$ cat config.mk
export PLATFORM = sky130hd
export DESIGN_NAME = dps_display_power_sequencer
export DESIGN_NICKNAME = d
export VERILOG_FILES = /design/src/rtl/dps_pkg.sv /design/src/rtl/dps_display_power_sequencer.sv
export SDC_FILE = /design/constraint.sdc
export NUM_CORES = 1
export LEC_CHECK = 0
export BUFFER_PORTS_ARGS = -buffer_cell sky130_fd_sc_hd__buf_2
export CAP_MARGIN = 15
export CORE_UTILIZATION = 56
export CTS_BUF_LIST = sky130_fd_sc_hd__clkbuf_8
export CTS_CLUSTER_SIZE = 40
export DETAILED_ROUTE_END_ITERATION = 12
export HOLD_SLACK_MARGIN = 0.15
export PLACE_DENSITY_LB_ADDON = 0.12
export SLEW_MARGIN = 25
export SYNTH_ARGS = -nofsm -noshare
export SYNTH_HDL_FRONTEND = slang
export SYNTH_SLANG_ARGS = --single-unit
$ cat constraint.sdc
create_clock -name clk -period 2.3 [get_ports clk]
set_input_delay 0.23 -clock clk [delete_from_list [all_inputs] [get_ports clk]]
set_output_delay 0.23 -clock clk [all_outputs]
set_load 0.05 [all_outputs]
$ cat src/rtl/dps_pkg.sv
package dps_pkg;

  // Register byte offsets on the bus.
  localparam logic [7:0] STATUS_OFS = 8'h00;
  localparam logic [7:0] DISPLAY_MODE_OFS = 8'h04;
  localparam logic [7:0] SYSTEM_POWERDOWN_OFS = 8'h08;
  localparam logic [7:0] ANALOG_POWERDOWN_OFS = 8'h0c;
  localparam logic [7:0] TEST_PATTERN_OFS = 8'h10;

  // Field positions.
  localparam int DISPLAY_BLANK_BIT = 7;
  localparam int SLEEP_REQUEST_BIT = 7;
  localparam int PATTERN_ENABLE_BIT = 7;
  localparam int PATTERN_SEL_LSB = 0;
  localparam int PATTERN_SEL_W = 3;

  // Reset values.
  localparam logic [7:0] DISPLAY_MODE_RST = 8'h80;
  localparam logic [7:0] SYSTEM_POWERDOWN_RST = 8'h00;
  localparam logic [7:0] ANALOG_POWERDOWN_RST = 8'h00;
  localparam logic [7:0] TEST_PATTERN_RST = 8'h00;

  // Serial slave address, upper six bits fixed.
  localparam logic [5:0] SERIAL_ADDR_HI = 6'h13;

  // Timing: the clock rate and the two power-up delays.
  localparam int CLK_KHZ = 25000;
  localparam int CATHODE_DELAY_MS = 70;
  localparam int VIDEO_DELAY_MS = 20;
  localparam int CATHODE_DELAY_CYC = CATHODE_DELAY_MS * CLK_KHZ;
  localparam int VIDEO_DELAY_CYC = VIDEO_DELAY_MS * CLK_KHZ;
  localparam int ARRAY_OFF_CYC = 4;

  // Pattern raster in oscillator ticks, about 60 Hz from a 3.125 MHz source.
  localparam int TICKS_PER_LINE = 50;
  localparam int LINES_PER_FRAME = 1042;

  // Pattern selections.
  localparam logic [2:0] PAT_WHITE = 3'h0;
  localparam logic [2:0] PAT_GRAY = 3'h1;
  localparam logic [2:0] PAT_CHECKER = 3'h2;
  localparam logic [2:0] PAT_ROWS = 3'h3;
  localparam logic [2:0] PAT_COLS = 3'h4;
  localparam logic [2:0] PAT_HATCH = 3'h5;

  // Power sequence states.
  typedef enum logic [2:0] {
    PWR_OFF = 3'b000,
    PWR_WAIT_CATHODE = 3'b001,
    PWR_WAIT_VIDEO = 3'b010,
    PWR_RUN = 3'b011,
    PWR_DOWN = 3'b100
  } dps_state_type;

endpackage : dps_pkg

$ cat src/rtl/dps_display_power_sequencer.sv
// The register offsets and the AHB-Lite register port are this design's own decisions.
`timescale 1ns/100ps
// How it works
// Internal power-on reset holds until both supplies are above threshold.
// About 70 ms after power-on reset ends, cathode converter is enabled.
// Video path is enabled about 20 ms after cathode converter.
// Pixels are driven black until the host clears the blank bit.
// Host keeps the external reset pin high before writing registers.
// Host loads configuration first, then clears the blank bit.
// Core supply drop stops row and column sequencing at once.
// On supply drop cathode supply turns off first, array supply after. Code does so on a core drop only; an array drop turns both off together.
// Power-up loads every register with its default value.
// Blank bit is bit 7 of display mode register; one forces black.
// Sleep bit powers down everything except the serial interface.
// Register contents survive sleep without reload.
// Power-down register bits switch functional blocks off separately.
// Pattern mode starts from self-test pin at start-up or enable bit.
// Pattern mode needs no external video, sync or clock.
// Pattern syncs and sample clock come from the converter oscillator.
// Pattern frame rate is fixed at 60 Hz.
// Default pattern is a flat white field at full luminance.
// Gray scale, checkerboard, rows, columns and cross-hatch are selectable.
// Serial slave address is fixed except its low bit from a pin.
// Delay counter runs from the clock and restarts on power-on reset.
module dps_display_power_sequencer #(
  parameter int unsigned CATHODE_DELAY = dps_pkg::CATHODE_DELAY_CYC,
  parameter int unsigned VIDEO_DELAY = dps_pkg::VIDEO_DELAY_CYC,
  parameter int unsigned LINE_TICKS = dps_pkg::TICKS_PER_LINE,
  parameter int unsigned FRAME_LINES = dps_pkg::LINES_PER_FRAME
) (
  // Clock and reset.
  input wire logic clk,
  input wire logic rstn,
  // Bus slave.
  input wire logic hsel,
  input wire logic [31:0] haddr,
  input wire logic [1:0] htrans,
  input wire logic hwrite,
  input wire logic [2:0] hsize,
  input wire logic [31:0] hwdata,
  input wire logic hready,
  output logic hreadyout,
  output logic hresp,
  output logic [31:0] hrdata,
  // Pins from outside the clock domain.
  input wire logic coreSupplyOk,
  input wire logic arraySupplyOk,
  input wire logic extResetLowPinN,
  input wire logic selftestPin,
  input wire logic addressSelectPin,
  input wire logic converterOscClk,
  // Power and display controls.
  output logic powerOnReset,
  output logic cathodeSupplyEn,
  output logic arraySupplyEn,
  output logic videoPathEn,
  output logic rowColSeqEn,
  output logic pixelForceBlack,
  output logic [7:0] analogBlockEn,
  output logic [7:0] systemBlockEn,
  output logic [6:0] serialSlaveAddr,
  // Built-in pattern outputs.
  output logic builtinPatternMode,
  output logic patternHsync,
  output logic patternVsync,
  output logic patternSclk,
  output logic [3:0] patternPixel
);
  import dps_pkg::*;

  ////////////////////////////////////////////////////////////////////////////
  // Two-flop synchronisers for every pin; a third stage on the oscillator.
  logic [5:0] syncA_q;
  logic [5:0] syncB_q;
  logic oscPrev_q;
  logic coreOk;
  logic arrayOk;
  logic extResetOk;
  logic oscRise;

  always_ff @(posedge clk or negedge rstn)
  begin
    if (!rstn)
    begin
      syncA_q <= 6'h00;
      syncB_q <= 6'h00;
      oscPrev_q <= 1'b0;
    end
    else
    begin
      syncA_q <= {converterOscClk, addressSelectPin, selftestPin, extResetLowPinN,
                  arraySupplyOk, coreSupplyOk};
      syncB_q <= syncA_q;
      oscPrev_q <= syncB_q[5];
    end
  end

  assign coreOk = syncB_q[0];
  assign arrayOk = syncB_q[1];
  assign extResetOk = syncB_q[2];
  assign oscRise = syncB_q[5] & ~oscPrev_q;
  assign powerOnReset = ~(coreOk & arrayOk);
  assign serialSlaveAddr = {SERIAL_ADDR_HI, syncB_q[4]};

  ////////////////////////////////////////////////////////////////////////////
  // Bus address phase capture and register file.
  logic wrPend_q, wrPend_d;
  logic [7:0] wrAddr_q, wrAddr_d;
  logic [31:0] rdData_q, rdData_d;
  logic [7:0] display_mode_reg_q, display_mode_reg_d;
  logic [7:0] sysPdn_q, sysPdn_d;
  logic [7:0] anaPdn_q, anaPdn_d;
  logic [7:0] testPat_q, testPat_d;
  logic strapTest_q, strapTest_d;
  dps_state_type state_q, state_d;
  logic addrPhase;

  assign addrPhase = hsel & hready & htrans[1];
  assign hreadyout = 1'b1;
  assign hresp = 1'b0;
  assign hrdata = rdData_q;

  // Next register values, read data and captured write address.
  always_comb
  begin
    wrPend_d = addrPhase & hwrite;
    wrAddr_d = addrPhase ? haddr[7:0] : wrAddr_q;
    rdData_d = rdData_q;
    display_mode_reg_d = display_mode_reg_q;
    sysPdn_d = sysPdn_q;
    anaPdn_d = anaPdn_q;
    testPat_d = testPat_q;
    if (addrPhase && !hwrite)
    begin
      if (haddr[7:0] == STATUS_OFS)
        rdData_d = {24'h000000, 1'b0, strapTest_q, builtinPatternMode, extResetOk,
                    arrayOk, coreOk, 2'b00} | {29'h00000000, state_q};
      else if (haddr[7:0] == DISPLAY_MODE_OFS)
        rdData_d = {24'h000000, display_mode_reg_q};
      else if (haddr[7:0] == SYSTEM_POWERDOWN_OFS)
        rdData_d = {24'h000000, sysPdn_q};
      else if (haddr[7:0] == ANALOG_POWERDOWN_OFS)
        rdData_d = {24'h000000, anaPdn_q};
      else if (haddr[7:0] == TEST_PATTERN_OFS)
        rdData_d = {24'h000000, testPat_q};
      else
        rdData_d = 32'h00000000;
    end
    // Writes are dropped while the external reset pin is low.
    if (wrPend_q && extResetOk)
    begin
      if (wrAddr_q == DISPLAY_MODE_OFS)
        display_mode_reg_d = hwdata[7:0];
      else if (wrAddr_q == SYSTEM_POWERDOWN_OFS)
        sysPdn_d = hwdata[7:0];
      else if (wrAddr_q == ANALOG_POWERDOWN_OFS)
        anaPdn_d = hwdata[7:0];
      else if (wrAddr_q == TEST_PATTERN_OFS)
        testPat_d = hwdata[7:0];
    end
    // Power-on reset restores defaults; sleep leaves them alone.
    if (powerOnReset)
    begin
      display_mode_reg_d = DISPLAY_MODE_RST;
      sysPdn_d = SYSTEM_POWERDOWN_RST;
      anaPdn_d = ANALOG_POWERDOWN_RST;
      testPat_d = TEST_PATTERN_RST;
    end
  end

  // Register file storage.
  always_ff @(posedge clk or negedge rstn)
  begin
    if (!rstn)
    begin
      wrPend_q <= 1'b0;
      wrAddr_q <= 8'h00;
      rdData_q <= 32'h00000000;
      display_mode_reg_q <= DISPLAY_MODE_RST;
      sysPdn_q <= SYSTEM_POWERDOWN_RST;
      anaPdn_q <= ANALOG_POWERDOWN_RST;
      testPat_q <= TEST_PATTERN_RST;
    end
    else
    begin
      wrPend_q <= wrPend_d;
      wrAddr_q <= wrAddr_d;
      rdData_q <= rdData_d;
      display_mode_reg_q <= display_mode_reg_d;
      sysPdn_q <= sysPdn_d;
      anaPdn_q <= anaPdn_d;
      testPat_q <= testPat_d;
    end
  end

  ////////////////////////////////////////////////////////////////////////////
  // Power sequencer with its delay counter.
  logic [31:0] delayCnt_q, delayCnt_d;

  // Next state, delay count and start-up strap.
  always_comb
  begin
    state_d = state_q;
    delayCnt_d = delayCnt_q + 32'h00000001;
    strapTest_d = strapTest_q;
    case (state_q)
      PWR_OFF:
      begin
        delayCnt_d = 32'h00000000;
        if (!powerOnReset)
        begin
          state_d = PWR_WAIT_CATHODE;
          strapTest_d = syncB_q[3];
        end
      end
      PWR_WAIT_CATHODE:
        if (delayCnt_q >= CATHODE_DELAY - 1)
        begin
          state_d = PWR_WAIT_VIDEO;
          delayCnt_d = 32'h00000000;
        end
      PWR_WAIT_VIDEO:
        if (delayCnt_q >= VIDEO_DELAY - 1)
        begin
          state_d = PWR_RUN;
          delayCnt_d = 32'h00000000;
        end
      PWR_RUN:
        delayCnt_d = 32'h00000000;
      PWR_DOWN:
        if (delayCnt_q >= ARRAY_OFF_CYC - 1)
          state_d = PWR_OFF;
      default:
        state_d = PWR_OFF;
    endcase
    // A core drop enters PWR_DOWN at once; any other reset restarts timing.
    if (!coreOk && state_q != PWR_OFF && state_q != PWR_DOWN)
    begin
      state_d = PWR_DOWN;
      delayCnt_d = 32'h00000000;
    end
    else if (powerOnReset && state_q != PWR_DOWN)
    begin
      state_d = PWR_OFF;
      delayCnt_d = 32'h00000000;
    end
  end

  // Sequencer storage.
  always_ff @(posedge clk or negedge rstn)
  begin
    if (!rstn)
    begin
      state_q <= PWR_OFF;
      delayCnt_q <= 32'h00000000;
      strapTest_q <= 1'b0;
    end
    else
    begin
      state_q <= state_d;
      delayCnt_q <= delayCnt_d;
      strapTest_q <= strapTest_d;
    end
  end

  ////////////////////////////////////////////////////////////////////////////
  // Power and display controls; supplies and block enables gated by sleep, block enables also by power-down bits.
  logic awake;
  logic [7:0] ctl_q, ctl_d;

  assign awake = ~sysPdn_q[SLEEP_REQUEST_BIT];
  assign builtinPatternMode = strapTest_q | testPat_q[PATTERN_ENABLE_BIT];

  // Next control outputs, registered so they come from flip-flops.
  always_comb
  begin
    ctl_d = 8'h00;
    ctl_d[0] = awake && (state_q == PWR_WAIT_VIDEO || state_q == PWR_RUN);
    ctl_d[1] = awake && state_q != PWR_OFF;
    ctl_d[2] = awake && state_q == PWR_RUN;
    ctl_d[3] = awake && state_q == PWR_RUN && coreOk;
    ctl_d[4] = display_mode_reg_q[DISPLAY_BLANK_BIT] || state_q != PWR_RUN || powerOnReset;
  end

  // Control storage.
  always_ff @(posedge clk or negedge rstn)
  begin
    if (!rstn)
      ctl_q <= 8'h10;
    else
      ctl_q <= ctl_d;
  end

  assign cathodeSupplyEn = ctl_q[0];
  assign arraySupplyEn = ctl_q[1];
  assign videoPathEn = ctl_q[2];
  assign rowColSeqEn = ctl_q[3];
  assign pixelForceBlack = ctl_q[4];
  assign analogBlockEn = {8{awake}} & ~anaPdn_q;
  assign systemBlockEn = {1'b0, {7{awake}} & ~sysPdn_q[6:0]};

  ////////////////////////////////////////////////////////////////////////////
  // Built-in pattern raster clocked by clk, stepped on oscillator rising edges only.
  logic [7:0] tick_q, tick_d;
  logic [10:0] line_q, line_d;
  logic [3:0] pix_q, pix_d;
  logic [2:0] patSync_q, patSync_d;
  logic patRun;
  logic on;

  assign patRun = builtinPatternMode && awake && state_q == PWR_RUN;

  // Next raster position, syncs and pixel level.
  always_comb
  begin
    tick_d = tick_q;
    line_d = line_q;
    patSync_d = {patRun & syncB_q[5], patSync_q[1:0]};
    if (!patRun)
    begin
      tick_d = 8'h00;
      line_d = 11'h000;
      patSync_d = 3'b000;
    end
    else if (oscRise)
    begin
      patSync_d[0] = tick_q == 8'h00;
      patSync_d[1] = tick_q == 8'h00 && line_q == 11'h000;
      if (tick_q == 8'(LINE_TICKS - 1))
      begin
        tick_d = 8'h00;
        line_d = line_q == 11'(FRAME_LINES - 1) ? 11'h000 : line_q + 11'h001;
      end
      else
        tick_d = tick_q + 8'h01;
    end
    else
      patSync_d[1:0] = 2'b00;
    on = 1'b1;
    pix_d = 4'hf;
    case (testPat_q[PATTERN_SEL_LSB +: PATTERN_SEL_W])
      PAT_GRAY: pix_d = tick_q[5:2];
      PAT_CHECKER: on = tick_q[3] ^ line_q[3];
      PAT_ROWS: on = line_q[0];
      PAT_COLS: on = tick_q[0];
      PAT_HATCH: on = tick_q[3:0] == 4'h0 || line_q[3:0] == 4'h0;
      default: on = 1'b1;
    endcase
    if (!on || !patRun || pixelForceBlack)
      pix_d = 4'h0;
  end

  // Raster storage.
  always_ff @(posedge clk or negedge rstn)
  begin
    if (!rstn)
    begin
      tick_q <= 8'h00;
      line_q <= 11'h000;
      pix_q <= 4'h0;
      patSync_q <= 3'b000;
    end
    else
    begin
      tick_q <= tick_d;
      line_q <= line_d;
      pix_q <= pix_d;
      patSync_q <= patSync_d;
    end
  end

  assign patternHsync = patSync_q[0];
  assign patternVsync = patSync_q[1];
  assign patternSclk = patSync_q[2];
  assign patternPixel = pix_q;

endmodule : dps_display_power_sequencer

==> impl_metrics.py, run 1 <==
metrics = {
    "run_status": {
        "outcome": "finished clean",
    },
    "drt": {
        "drt_iter0_drc": 393,
        "met1Wirelength_um": 6570,
        "ant_nets": 0,
        "drtPass1Iterations": 5,
        "dr_wl_met2_um": 7140,
        "route.detailed.drc": 0,
        "wl_met3_um": 794,
        "wl_um": 14700,
        "routedWlPerCell_um": 16.1,
        "dr_total_vias": 5198,
        "avgViaCountPerCell": 5.69,
        "top_layer_used": "met4",
    },
    "setup_path": {
        "r2r_start": "line_q[0]$_DFFE_PN0P_",
        "critPathLaunchType": "input port",
        "cp_max_fo": 6,
        "required_ns": 2.66,
        "startpoint": "haddr[1]",
        "setup.reg_to_reg.worst_slack_ns": 0.23,
        "critical_path_class": "input port to register",
        "cp-end-kind": "register",
        "critPathArrivalTime_ns": 2.54,
        "endpoint": "hrdata[4]$_DFFE_PN0P_",
        "reg2regPathDepth": 6,
        "reg2reg_to": "line_q[5]$_DFFE_PN0P_",
    },
    "pwr": {
        "power_switching_mw": 1.49,
        "p_seq_share_pct": 43.0,
        "leakage_nw": 3.36,
        "sw_frac_of_total_pct": 26.3,
        "power_mw": 5.68,
        "p_int_mw": 4.19,
        "peakVddDrop_v": 0.000614,
        "p_per_area_nw_per_um2": 734,
        "p_comb_share_pct": 14.2,
        "clkPwrFrac_pct": 42.8,
    },
    "timing": {
        "hold_viol_final": 0,
        "setup_slack_ns": 0.116,
        "worstMarginPinSlew_ns": 0.670,
        "tns_ns": 0,
        "finalSetupViolations": 0,
        "fmax_ghz": 0.458,
        "fin_crit_ns": 2.18,
        "slew_headroom_pct": 55.3,
        "hold-worst-slack_ns": 0.255,
        "rsz0062_at_grt": "false",
        "finalCritPeriodShare_pct": 94.9,
        "skew_ns": 0.0142,
        "slew_violations": 0,
    },
    "floorplan": {
        "coreArea_um2": 11400,
        "io-pin-count": 151,
        "std_cell_rows": 39,
        "dieHeight_um": 110,
        "initial_core_util_pct": 57.5,
        "dieWidth_um": 110,
        "dieArea_um2": 12200,
    },
    "yosys": {
        "syn_area_per_cell_um2": 9.90,
        "synth_cell_types": 63,
        "synth_area_leaders": "dfrtp_1 (48%), nor2_1 (6.3%), mux2i_1 (5.3%)",
        "synth_common_cells": "dfrtp_1 (127), nor2_1 (110), buf_4 (37)",
        "synth_top_area_share_pct": 48.4,
        "ys_ff_latch": 129,
        "syn_area_um2": 6570,
        "ys_seq_area_share_pct": 49.2,
        "yosysMostFrequentCell": "dfrtp_1",
        "synth_edf_count": 0,
        "synth_top_area_cell": "dfrtp_1",
        "ys.warnings.count": 0,
        "postSynth.asyncResetShare_pct": 100,
        "postSynthCellCount": 664,
        "synth_ff_type": "dfrtp_1",
    },
    "cts": {
        "cts_sinks": 129,
        "clk_pin_slew_ns": 0.07,
        "postCtsSetupBuffers": 0,
        "htreeDepth": 4,
        "cts_tree": "yes",
        "root_buffer": "clkbuf_8",
        "clockBufferDepth": 2,
        "cts_inserted_buffers": 17,
        "clkLatencyLatePin_ns": 0.44,
    },
    "grt": {
        "grt.total_usage_pct": 26.1,
        "grt_max_degree": 42,
        "antenna_found_initial": 0,
        "grt_pass1_vias": 4943,
        "overflow": 0,
        "grt_pass1_wl_um": 23900,
    },
    "placed_design": {
        "dp_slack_ns": 0.137,
        "port-buffer-count": 65,
        "gp_congestion": 0.865,
        "hpwl_um": 10100,
    },
    "finish": {
        "fin_util_pct": 67.8,
        "antenna_cells": 0,
        "nFillCells": 917,
        "drive_gt1_share_pct": 19.2,
        "nets": 844,
        "syn2layout_area_growth_pct": 17.8,
    },
    "min_path": {
        "hp-class": "input port to register",
    },
    "run": {
        "maxCapViolCount": 0,
    },
}
-- per-stage QoR --
stage,cell area (µm²),instances
global route,7740,913
finish,7740,913
floorplan,6690,695
global placement,6990,859
detailed placement,6990,859
CTS,7720,913
-- cell families after synthesis --
group	synth area share, %
AO/OA/AOI/OAI	8.80
XOR/XNOR	4.40
adder cells (fa/ha/maj)	1.33
buffers and inverters	7.24
flip-flops	49.2
multiplexers	7.39
other	0.114
AND/OR/NAND/NOR	21.6
-- power groups by stage --
stage	Sequential, mW	Combinational [mW]	Clock, mW
floorplan	2.54	0.538	0
global placement	2.48	0.768	0
detailed placement	2.48	0.780	0
CTS	2.44	0.814	2.50
global route	2.45	0.885	2.58
finish	2.44	0.807	2.43
-- critical path: stages --
cell,delay (ns)
dlygate4sd3_1,0.53
buf_2,0.12
or4_4,0.57
nor3_2,0.38
nor3b_2,0.39
a21oi_1,0.13
a31oi_1,0.19
-- routing by layer --
layer | GRT usage [%] | vias up
li1 | - | 2446
met5 | 0 | -
met3 | 6.58 | 18
met1 | 34.9 | 2548
met2 | 41.0 | 186
met4 | 9.96 | 0
-- cell type report --
class                      count  area [µm²]  area share [%]
timing repair buffer         106         728            9.41
tap                          143         179            2.31
sequential                   129        3230            41.7
multi-input combinational    483        3020            39.0
clock buffer                  20         275            3.56
clock inverter                12         235            3.04
inverter                      20        75.1           0.970
-- registers in the layout (all words and copies together), names as in the netlist, 6 cells and up --
signal	flops
tick_q	8
line_q	11
syncB_q	6
syncA_q	6
hrdata	8
anaPdn_q	8
display_mode_reg_q	8
sysPdn_q	8
testPat_q	8
wrAddr_q	8
delayCnt_q	32
-- worst min-delay path by stage --
stage                                to  startpoint  cells past startpoint  slack (ns)
3_3_place_gp   delayCnt_q[29]$_DFF_PN0_        rstn                      1        0.22
2_1_floorplan   anaPdn_q[0]$_DFFE_PN0P_        rstn                      0       -0.07
5_1_grt         wrAddr_q[3]$_DFFE_PN0P_    haddr[3]                      3        0.25
3_5_place_dp      line_q[9]$_DFFE_PN0P_        rstn                      1        0.22
4_1_cts         wrAddr_q[3]$_DFFE_PN0P_    haddr[3]                      3        0.21
6_report        wrAddr_q[3]$_DFFE_PN0P_    haddr[3]                      3        0.26
-- cell usage in the layout (no fill, tap or decap), drive strengths merged, types with 22 or more instances in the layout --
master	Yosys	routed
buf	50	84
nand3	37	37
nand2	36	36
inv	20	22
conb	2	33
mux2i	35	35
dlygate4sd3	0	22
dfrtp	127	127
o21ai	26	26
nor2	111	111
a21oi	22	22
-- timing repair --
action / in CTS / in global routing
setup endpoints to repair: 0 / 5
hold buffers: 22 / 0
gates resized for setup: 0 / 3
hold endpoints to repair: 151 / 0
(Power assumes the default switching activity.)
==> inputs of run 2 (changes only) <==
--- a/config.mk
+++ b/config.mk
@@ -11,8 +11,10 @@
 export CTS_BUF_LIST = sky130_fd_sc_hd__clkbuf_8
 export CTS_CLUSTER_SIZE = 40
 export DETAILED_ROUTE_END_ITERATION = 12
+export GPL_ROUTABILITY_DRIVEN = 0
 export HOLD_SLACK_MARGIN = 0.15
 export PLACE_DENSITY_LB_ADDON = 0.12
+export REMOVE_ABC_BUFFERS = 1
 export SLEW_MARGIN = 25
 export SYNTH_ARGS = -nofsm -noshare
 export SYNTH_HDL_FRONTEND = slang
==> run 2 against run 1 <==
Register-to-register slack worse by 0.08 ns; maximum frequency up 1.6%; cell count up 0.44%; die area unchanged; largest power group unchanged; design area down 1.2%; flip-flop and latch count unchanged; global-route usage down 0.15 points; clock-buffer cell count unchanged; largest cell class unchanged; highest routed layer unchanged.
==> impl_metrics.py, run 2 (synthesis results as in run 1) <==
metrics = {
    "grt": {
        "grt_pass1_wl_um": 23900,
        "overflow": 0,
        "antenna_found_initial": 0,
        "grt.total_usage_pct": 26.0,
        "grt_pass1_vias": 4977,
        "grt_max_degree": 42,
    },
    "setup_path": {
        "critical_path_class": "register to register",
        "cp_max_fo": 32,
        "cp-end-kind": "register",
        "critPathArrivalTime_ns": 2.47,
        "critPathLaunchType": "register",
        "required_ns": 2.62,
    },
    "cts": {
        "cts_inserted_buffers": 17,
        "root_buffer": "clkbuf_8",
        "clockBufferDepth": 2,
        "cts_tree": "yes",
        "post_cts_resized": 0,
        "htreeDepth": 4,
        "cts_sinks": 129,
        "clk_pin_slew_ns": 0.07,
        "clkLatencyLatePin_ns": 0.45,
    },
    "timing": {
        "hold_viol_final": 0,
        "slew_violations": 0,
        "slew_headroom_pct": 50.4,
        "hold-worst-slack_ns": 0.205,
        "skew_ns": 0.0159,
        "finalSetupViolations": 0,
        "fmax_ghz": 0.465,
        "fin_crit_ns": 2.15,
        "rsz0062_at_grt": "false",
        "worstMarginPinSlew_ns": 0.744,
        "tns_ns": 0,
        "finalCritPeriodShare_pct": 93.5,
    },
    "min_path": {
        "hp-class": "input port to register",
    },
    "finish": {
        "layout_commonest_cell": "dfrtp_1",
        "largest_reg_flops": 32,
        "largest_register": "delayCnt_q",
        "multi_input_area_um2": 3000,
        "reg_top3": "delayCnt_q x32, line_q x11",
        "antenna_cells": 0,
        "syn2layout_area_growth_pct": 16.4,
        "register_area_um2": 3230,
        "fin_util_pct": 67.0,
        "nFillCells": 908,
        "drive_gt1_share_pct": 19.3,
        "mostFrequentLayoutCells": "dfrtp_1 (127), nor2_1 (110), buf_2 (64)",
        "nets": 848,
    },
    "floorplan": {
        "dieHeight_um": 110,
        "io-pin-count": 151,
        "coreArea_um2": 11400,
        "dieWidth_um": 110,
        "dieArea_um2": 12200,
        "std_cell_rows": 39,
        "initial_core_util_pct": 57.5,
    },
    "run": {
        "maxCapViolCount": 0,
    },
    "run_status": {
        "outcome": "finished clean",
    },
    "placed_design": {
        "hpwl_um": 10100,
        "port-buffer-count": 65,
    },
    "drt": {
        "wl_um": 14600,
        "route.detailed.drc": 0,
        "top_layer_used": "met4",
        "avgViaCountPerCell": 5.66,
        "ant_nets": 0,
        "met1Wirelength_um": 6750,
        "routedWlPerCell_um": 15.9,
        "dr_wl_met2_um": 6880,
        "wl_met3_um": 690,
        "dr_total_vias": 5190,
        "drt_iter0_drc": 379,
        "drtPass1Iterations": 5,
    },
    "pwr": {
        "leakage_nw": 3.33,
        "peakVddDrop_v": 0.000915,
        "power_mw": 5.28,
        "p_per_area_nw_per_um2": 690,
    },
}
==> run 2: worst paths after layout <==
check                                   startpoint                                 to  slack (ns)  cells past startpoint
setup / recovery           delayCnt_q[0]$_DFF_PN0_           delayCnt_q[31]$_DFF_PN0_        0.15                      7
hold reg to reg               syncA_q[4]$_DFF_PN0_               syncB_q[4]$_DFF_PN0_        0.35                      0
min in group asynchronous                     rstn              line_q[9]$_DFFE_PN0P_        0.28                      2
setup reg to reg           delayCnt_q[0]$_DFF_PN0_           delayCnt_q[31]$_DFF_PN0_        0.15                      7
hold / removal                            haddr[2]              hrdata[4]$_DFFE_PN0P_        0.20                      3
max in group asynchronous                     rstn  display_mode_reg_q[7]$_DFFE_PN1P_        1.30                      3
==> run 2: layer usage <==
metal  GRT usage, %  up-vias
li1               -     2455
met1           35.4     2557
met2           39.7      156
met3           6.00       22
met4           11.3        0
met5              0        -
==> run 2: worst max-delay path: stages, from the launching register on <==
cell,delay [ns]
dfrtp_1,0.40
ha_1,0.28
a31oi_1,0.11
o311ai_1,0.45
a311oi_1,0.24
o31ai_4,0.25
buf_12,0.22
a21oi_1,0.07
==> run 2: metrics by stage <==
| stage | cells | cell area, µm² | worst slack (ns) |
|---|---|---|---|
| floorplan | 632 | 6290 | -0.285 |
| global placement | 863 | 7010 | 0.255 |
| detailed placement | 863 | 7010 | 0.188 |
| finish | 917 | 7650 | 0.150 |
| CTS | 917 | 7650 | 0.170 |
| global route | 917 | 7650 | 0.0110 |
==> run 2: area by class of cell <==
cell class / instances / area share (%)
well taps: 143 / 2.34
multi-input cells: 483 / 39.2
repair buffers: 110 / 9.75
inverters: 20 / 0.982
clock buffers: 20 / 3.60
flip-flops and latches: 129 / 42.2
clock inverters: 12 / 1.85
==> run 2: report_power, final <==
| part | internal [mW] | leakage [nW] | switching (mW) | total [mW] |
|---|---|---|---|---|
| Combinational | 0.251 | 1.38 | 0.578 | 0.829 |
| Clock | 1.14 | 0.222 | 0.871 | 2.01 |
| Sequential | 2.36 | 1.73 | 0.0726 | 2.44 |
| Total | 3.76 | 3.33 | 1.52 | 5.28 |
==> run 2: timing repair <==
item                      4_1_cts  5_1_grt
hold buffers                   22        0
setup buffers                   0        0
hold endpoints to repair      118        0
==> inputs of run 3 (changes only) <==
--- a/config.mk
+++ b/config.mk
@@ -13,7 +13,7 @@
 export DETAILED_ROUTE_END_ITERATION = 12
 export GPL_ROUTABILITY_DRIVEN = 0
 export HOLD_SLACK_MARGIN = 0.15
-export PLACE_DENSITY_LB_ADDON = 0.12
+export PLACE_DENSITY = 0.83
 export REMOVE_ABC_BUFFERS = 1
 export SLEW_MARGIN = 25
 export SYNTH_ARGS = -nofsm -noshare
==> constraint.sdc (replaced) <==
create_clock -name clk -period 2.3 [get_ports clk]
set_input_delay 0.575 -clock clk [delete_from_list [all_inputs] [get_ports clk]]
set_output_delay 0.575 -clock clk [all_outputs]
set_load 0.05 [all_outputs]
==> run 3 against run 2 <==
Die area unchanged; clock-buffer cell count up 1; clock skew down 0.0059 ns; flip-flop and latch count unchanged; via count up 1.9%; hold slack better by 0.014 ns; largest cell class unchanged.
==> impl_metrics.py, run 3 (synthesis results as in run 1) <==
metrics = {
    "run_status": {
        "outcome": "finished clean",
    },
    "min_path": {
        "hp-class": "input port to register",
    },
    "cts": {
        "clockBufferDepth": 2,
        "postCtsSetupBuffers": 0,
        "htreeDepth": 4,
        "clk_pin_slew_ns": 0.07,
        "clkLatencyLatePin_ns": 0.46,
        "root_buffer": "clkbuf_8",
        "cts_inserted_buffers": 17,
        "cts_sinks": 129,
        "cts_tree": "yes",
    },
    "run": {
        "maxCapViolCount": 0,
    },
    "timing": {
        "skew_ns": 0.00999,
        "worstMarginPinSlew_ns": 0.688,
        "slew_headroom_pct": 54.1,
        "hold_viol_final": 0,
        "fmax_ghz": 0.470,
        "rsz0062_at_grt": "false",
        "finalSetupViolations": 0,
        "finalCritPeriodShare_pct": 92.4,
        "fin_crit_ns": 2.13,
        "tns_ns": 0,
        "slew_violations": 0,
    },
    "pwr": {
        "p_int_mw": 3.65,
        "peakVddDrop_v": 0.000456,
        "leakage_nw": 3.27,
        "p_comb_share_pct": 15.5,
        "sw_frac_of_total_pct": 29.0,
        "power_switching_mw": 1.49,
        "p_per_area_nw_per_um2": 689,
        "clkPwrFrac_pct": 37.0,
        "p_seq_share_pct": 47.5,
    },
    "finish": {
        "largest_reg_flops": 32,
        "mostFrequentLayoutCells": "dfrtp_1 (127), nor2_1 (110), buf_2 (64)",
        "largest_register": "delayCnt_q",
        "reg_top3": "delayCnt_q x32, line_q x11",
        "antenna_cells": 0,
        "nFillCells": 856,
        "drive_gt1_share_pct": 19.9,
        "layout_commonest_cell": "dfrtp_1",
        "syn2layout_area_growth_pct": 13.4,
        "nets": 828,
        "finalInstanceArea_um2": 7450,
        "instances_no_fill": 897,
    },
    "drt": {
        "routedWlPerCell_um": 16.5,
        "dr_total_vias": 5287,
        "ant_nets": 0,
        "avgViaCountPerCell": 5.89,
        "route.detailed.drc": 0,
        "drtPass1Iterations": 5,
        "drt_iter0_drc": 453,
        "wl_um": 14800,
    },
    "floorplan": {
        "coreArea_um2": 11400,
        "std_cell_rows": 39,
        "dieWidth_um": 110,
        "dieHeight_um": 110,
        "dieArea_um2": 12200,
        "io-pin-count": 151,
        "initial_core_util_pct": 57.5,
    },
    "grt": {
        "grt.total_usage_pct": 25.9,
        "overflow": 0,
        "grt_pass1_wl_um": 23800,
        "antenna_found_initial": 0,
        "grt_max_degree": 47,
        "grt_pass1_vias": 5000,
    },
    "setup_path": {
        "critPathArrivalTime_ns": 2.46,
        "cp_max_fo": 32,
        "required_ns": 2.64,
        "critical_path_class": "register to register",
        "cp-end-kind": "register",
        "critPathLaunchType": "register",
    },
    "placed_design": {
        "port-buffer-count": 65,
        "place_inst": 864,
        "placed_area_um2": 7040,
        "hpwl_um": 10400,
    },
}
## run 3: cell count changes in the layout (fill, tap and decap cells not counted), sizes merged
cell,before,now
clkinvlp,1,0
clkinv,5,4
inv,23,25
dlygate4sd3,22,1
buf,88,89
clkbuf,20,21
bufinv,3,2
## run 3: metal layers
layer / part of all wire [%] / GRT usage (%)
met5: 0 / 0
met4: 3.3 / 14.1
met3: 6.8 / 6.29
met2: 49 / 40.9
met1: 41 / 32.7
## run 3: path summary, 6_finish.rpt
kind | slack [ns] | start | endpoint | cells after the start
min in group asynchronous | 0.68 | rstn | syncB_q[2]$_DFF_PN0_ | 2
max in group asynchronous | 1.01 | rstn | testPat_q[5]$_DFFE_PN0P_ | 3
worst min-delay path | 0.22 | extResetLowPinN | syncA_q[2]$_DFF_PN0_ | 1
worst max register to register | 0.17 | delayCnt_q[0]$_DFF_PN0_ | delayCnt_q[9]$_DFF_PN0_ | 7
worst max-delay path | 0.17 | delayCnt_q[0]$_DFF_PN0_ | delayCnt_q[9]$_DFF_PN0_ | 7
worst min register to register | 0.35 | syncA_q[4]$_DFF_PN0_ | syncB_q[4]$_DFF_PN0_ | 0
## run 3: layout make-up
| cell class | count | area, µm² | share of cell area (%) |
|---|---|---|---|
| Clock inverter | 11 | 98.8 | 1.33 |
| Multi-Input combinational cell | 483 | 3010 | 40.4 |
| Sequential cell | 129 | 3230 | 43.3 |
| Inverter | 20 | 75.1 | 1.01 |
| Timing Repair Buffer | 90 | 568 | 7.62 |
| Clock buffer | 21 | 289 | 3.88 |
| Tap cell | 143 | 179 | 2.40 |
## run 3: repair_timing
action	in CTS	in global routing
gates resized for setup	1	1
pin swaps	0	0
hold buffers	1	0
endpoints found under the hold margin	27	0
endpoints found under the setup margin	1	1
## run 3: critical path, cell delays in order, from the launching register on
cell	delay (ns)
dfrtp_1	0.38
ha_1	0.28
a31oi_1	0.11
o311ai_1	0.42
a311oi_1	0.26
o31ai_4	0.26
buf_12	0.22
nor2_1	0.07
## run 3: metrics by stage
step                      setup slack [ns]  util (%)  total power [mW]  hold WS [ns]
after floorplan                     -0.285         -              2.96         0.279
after detailed placement           0.00284      61.7              3.28         0.336
after global routing               0.00437      65.3              5.35         0.210
final                                0.174      65.3              5.14         0.219
after global placement               0.118      61.7              3.25         0.334
after CTS                            0.148      65.2              5.16         0.206
## run 3: power groups by stage
| stage | clock network (mW) | registers, mW | logic, mW |
|---|---|---|---|
| 3_3_place_gp | 0 | 2.48 | 0.779 |
| 4_1_cts | 1.92 | 2.44 | 0.799 |
| 3_5_place_dp | 0 | 2.48 | 0.795 |
| 6_report | 1.90 | 2.44 | 0.798 |
| 5_1_grt | 2.03 | 2.45 | 0.863 |
| 2_1_floorplan | 0 | 2.56 | 0.398 |
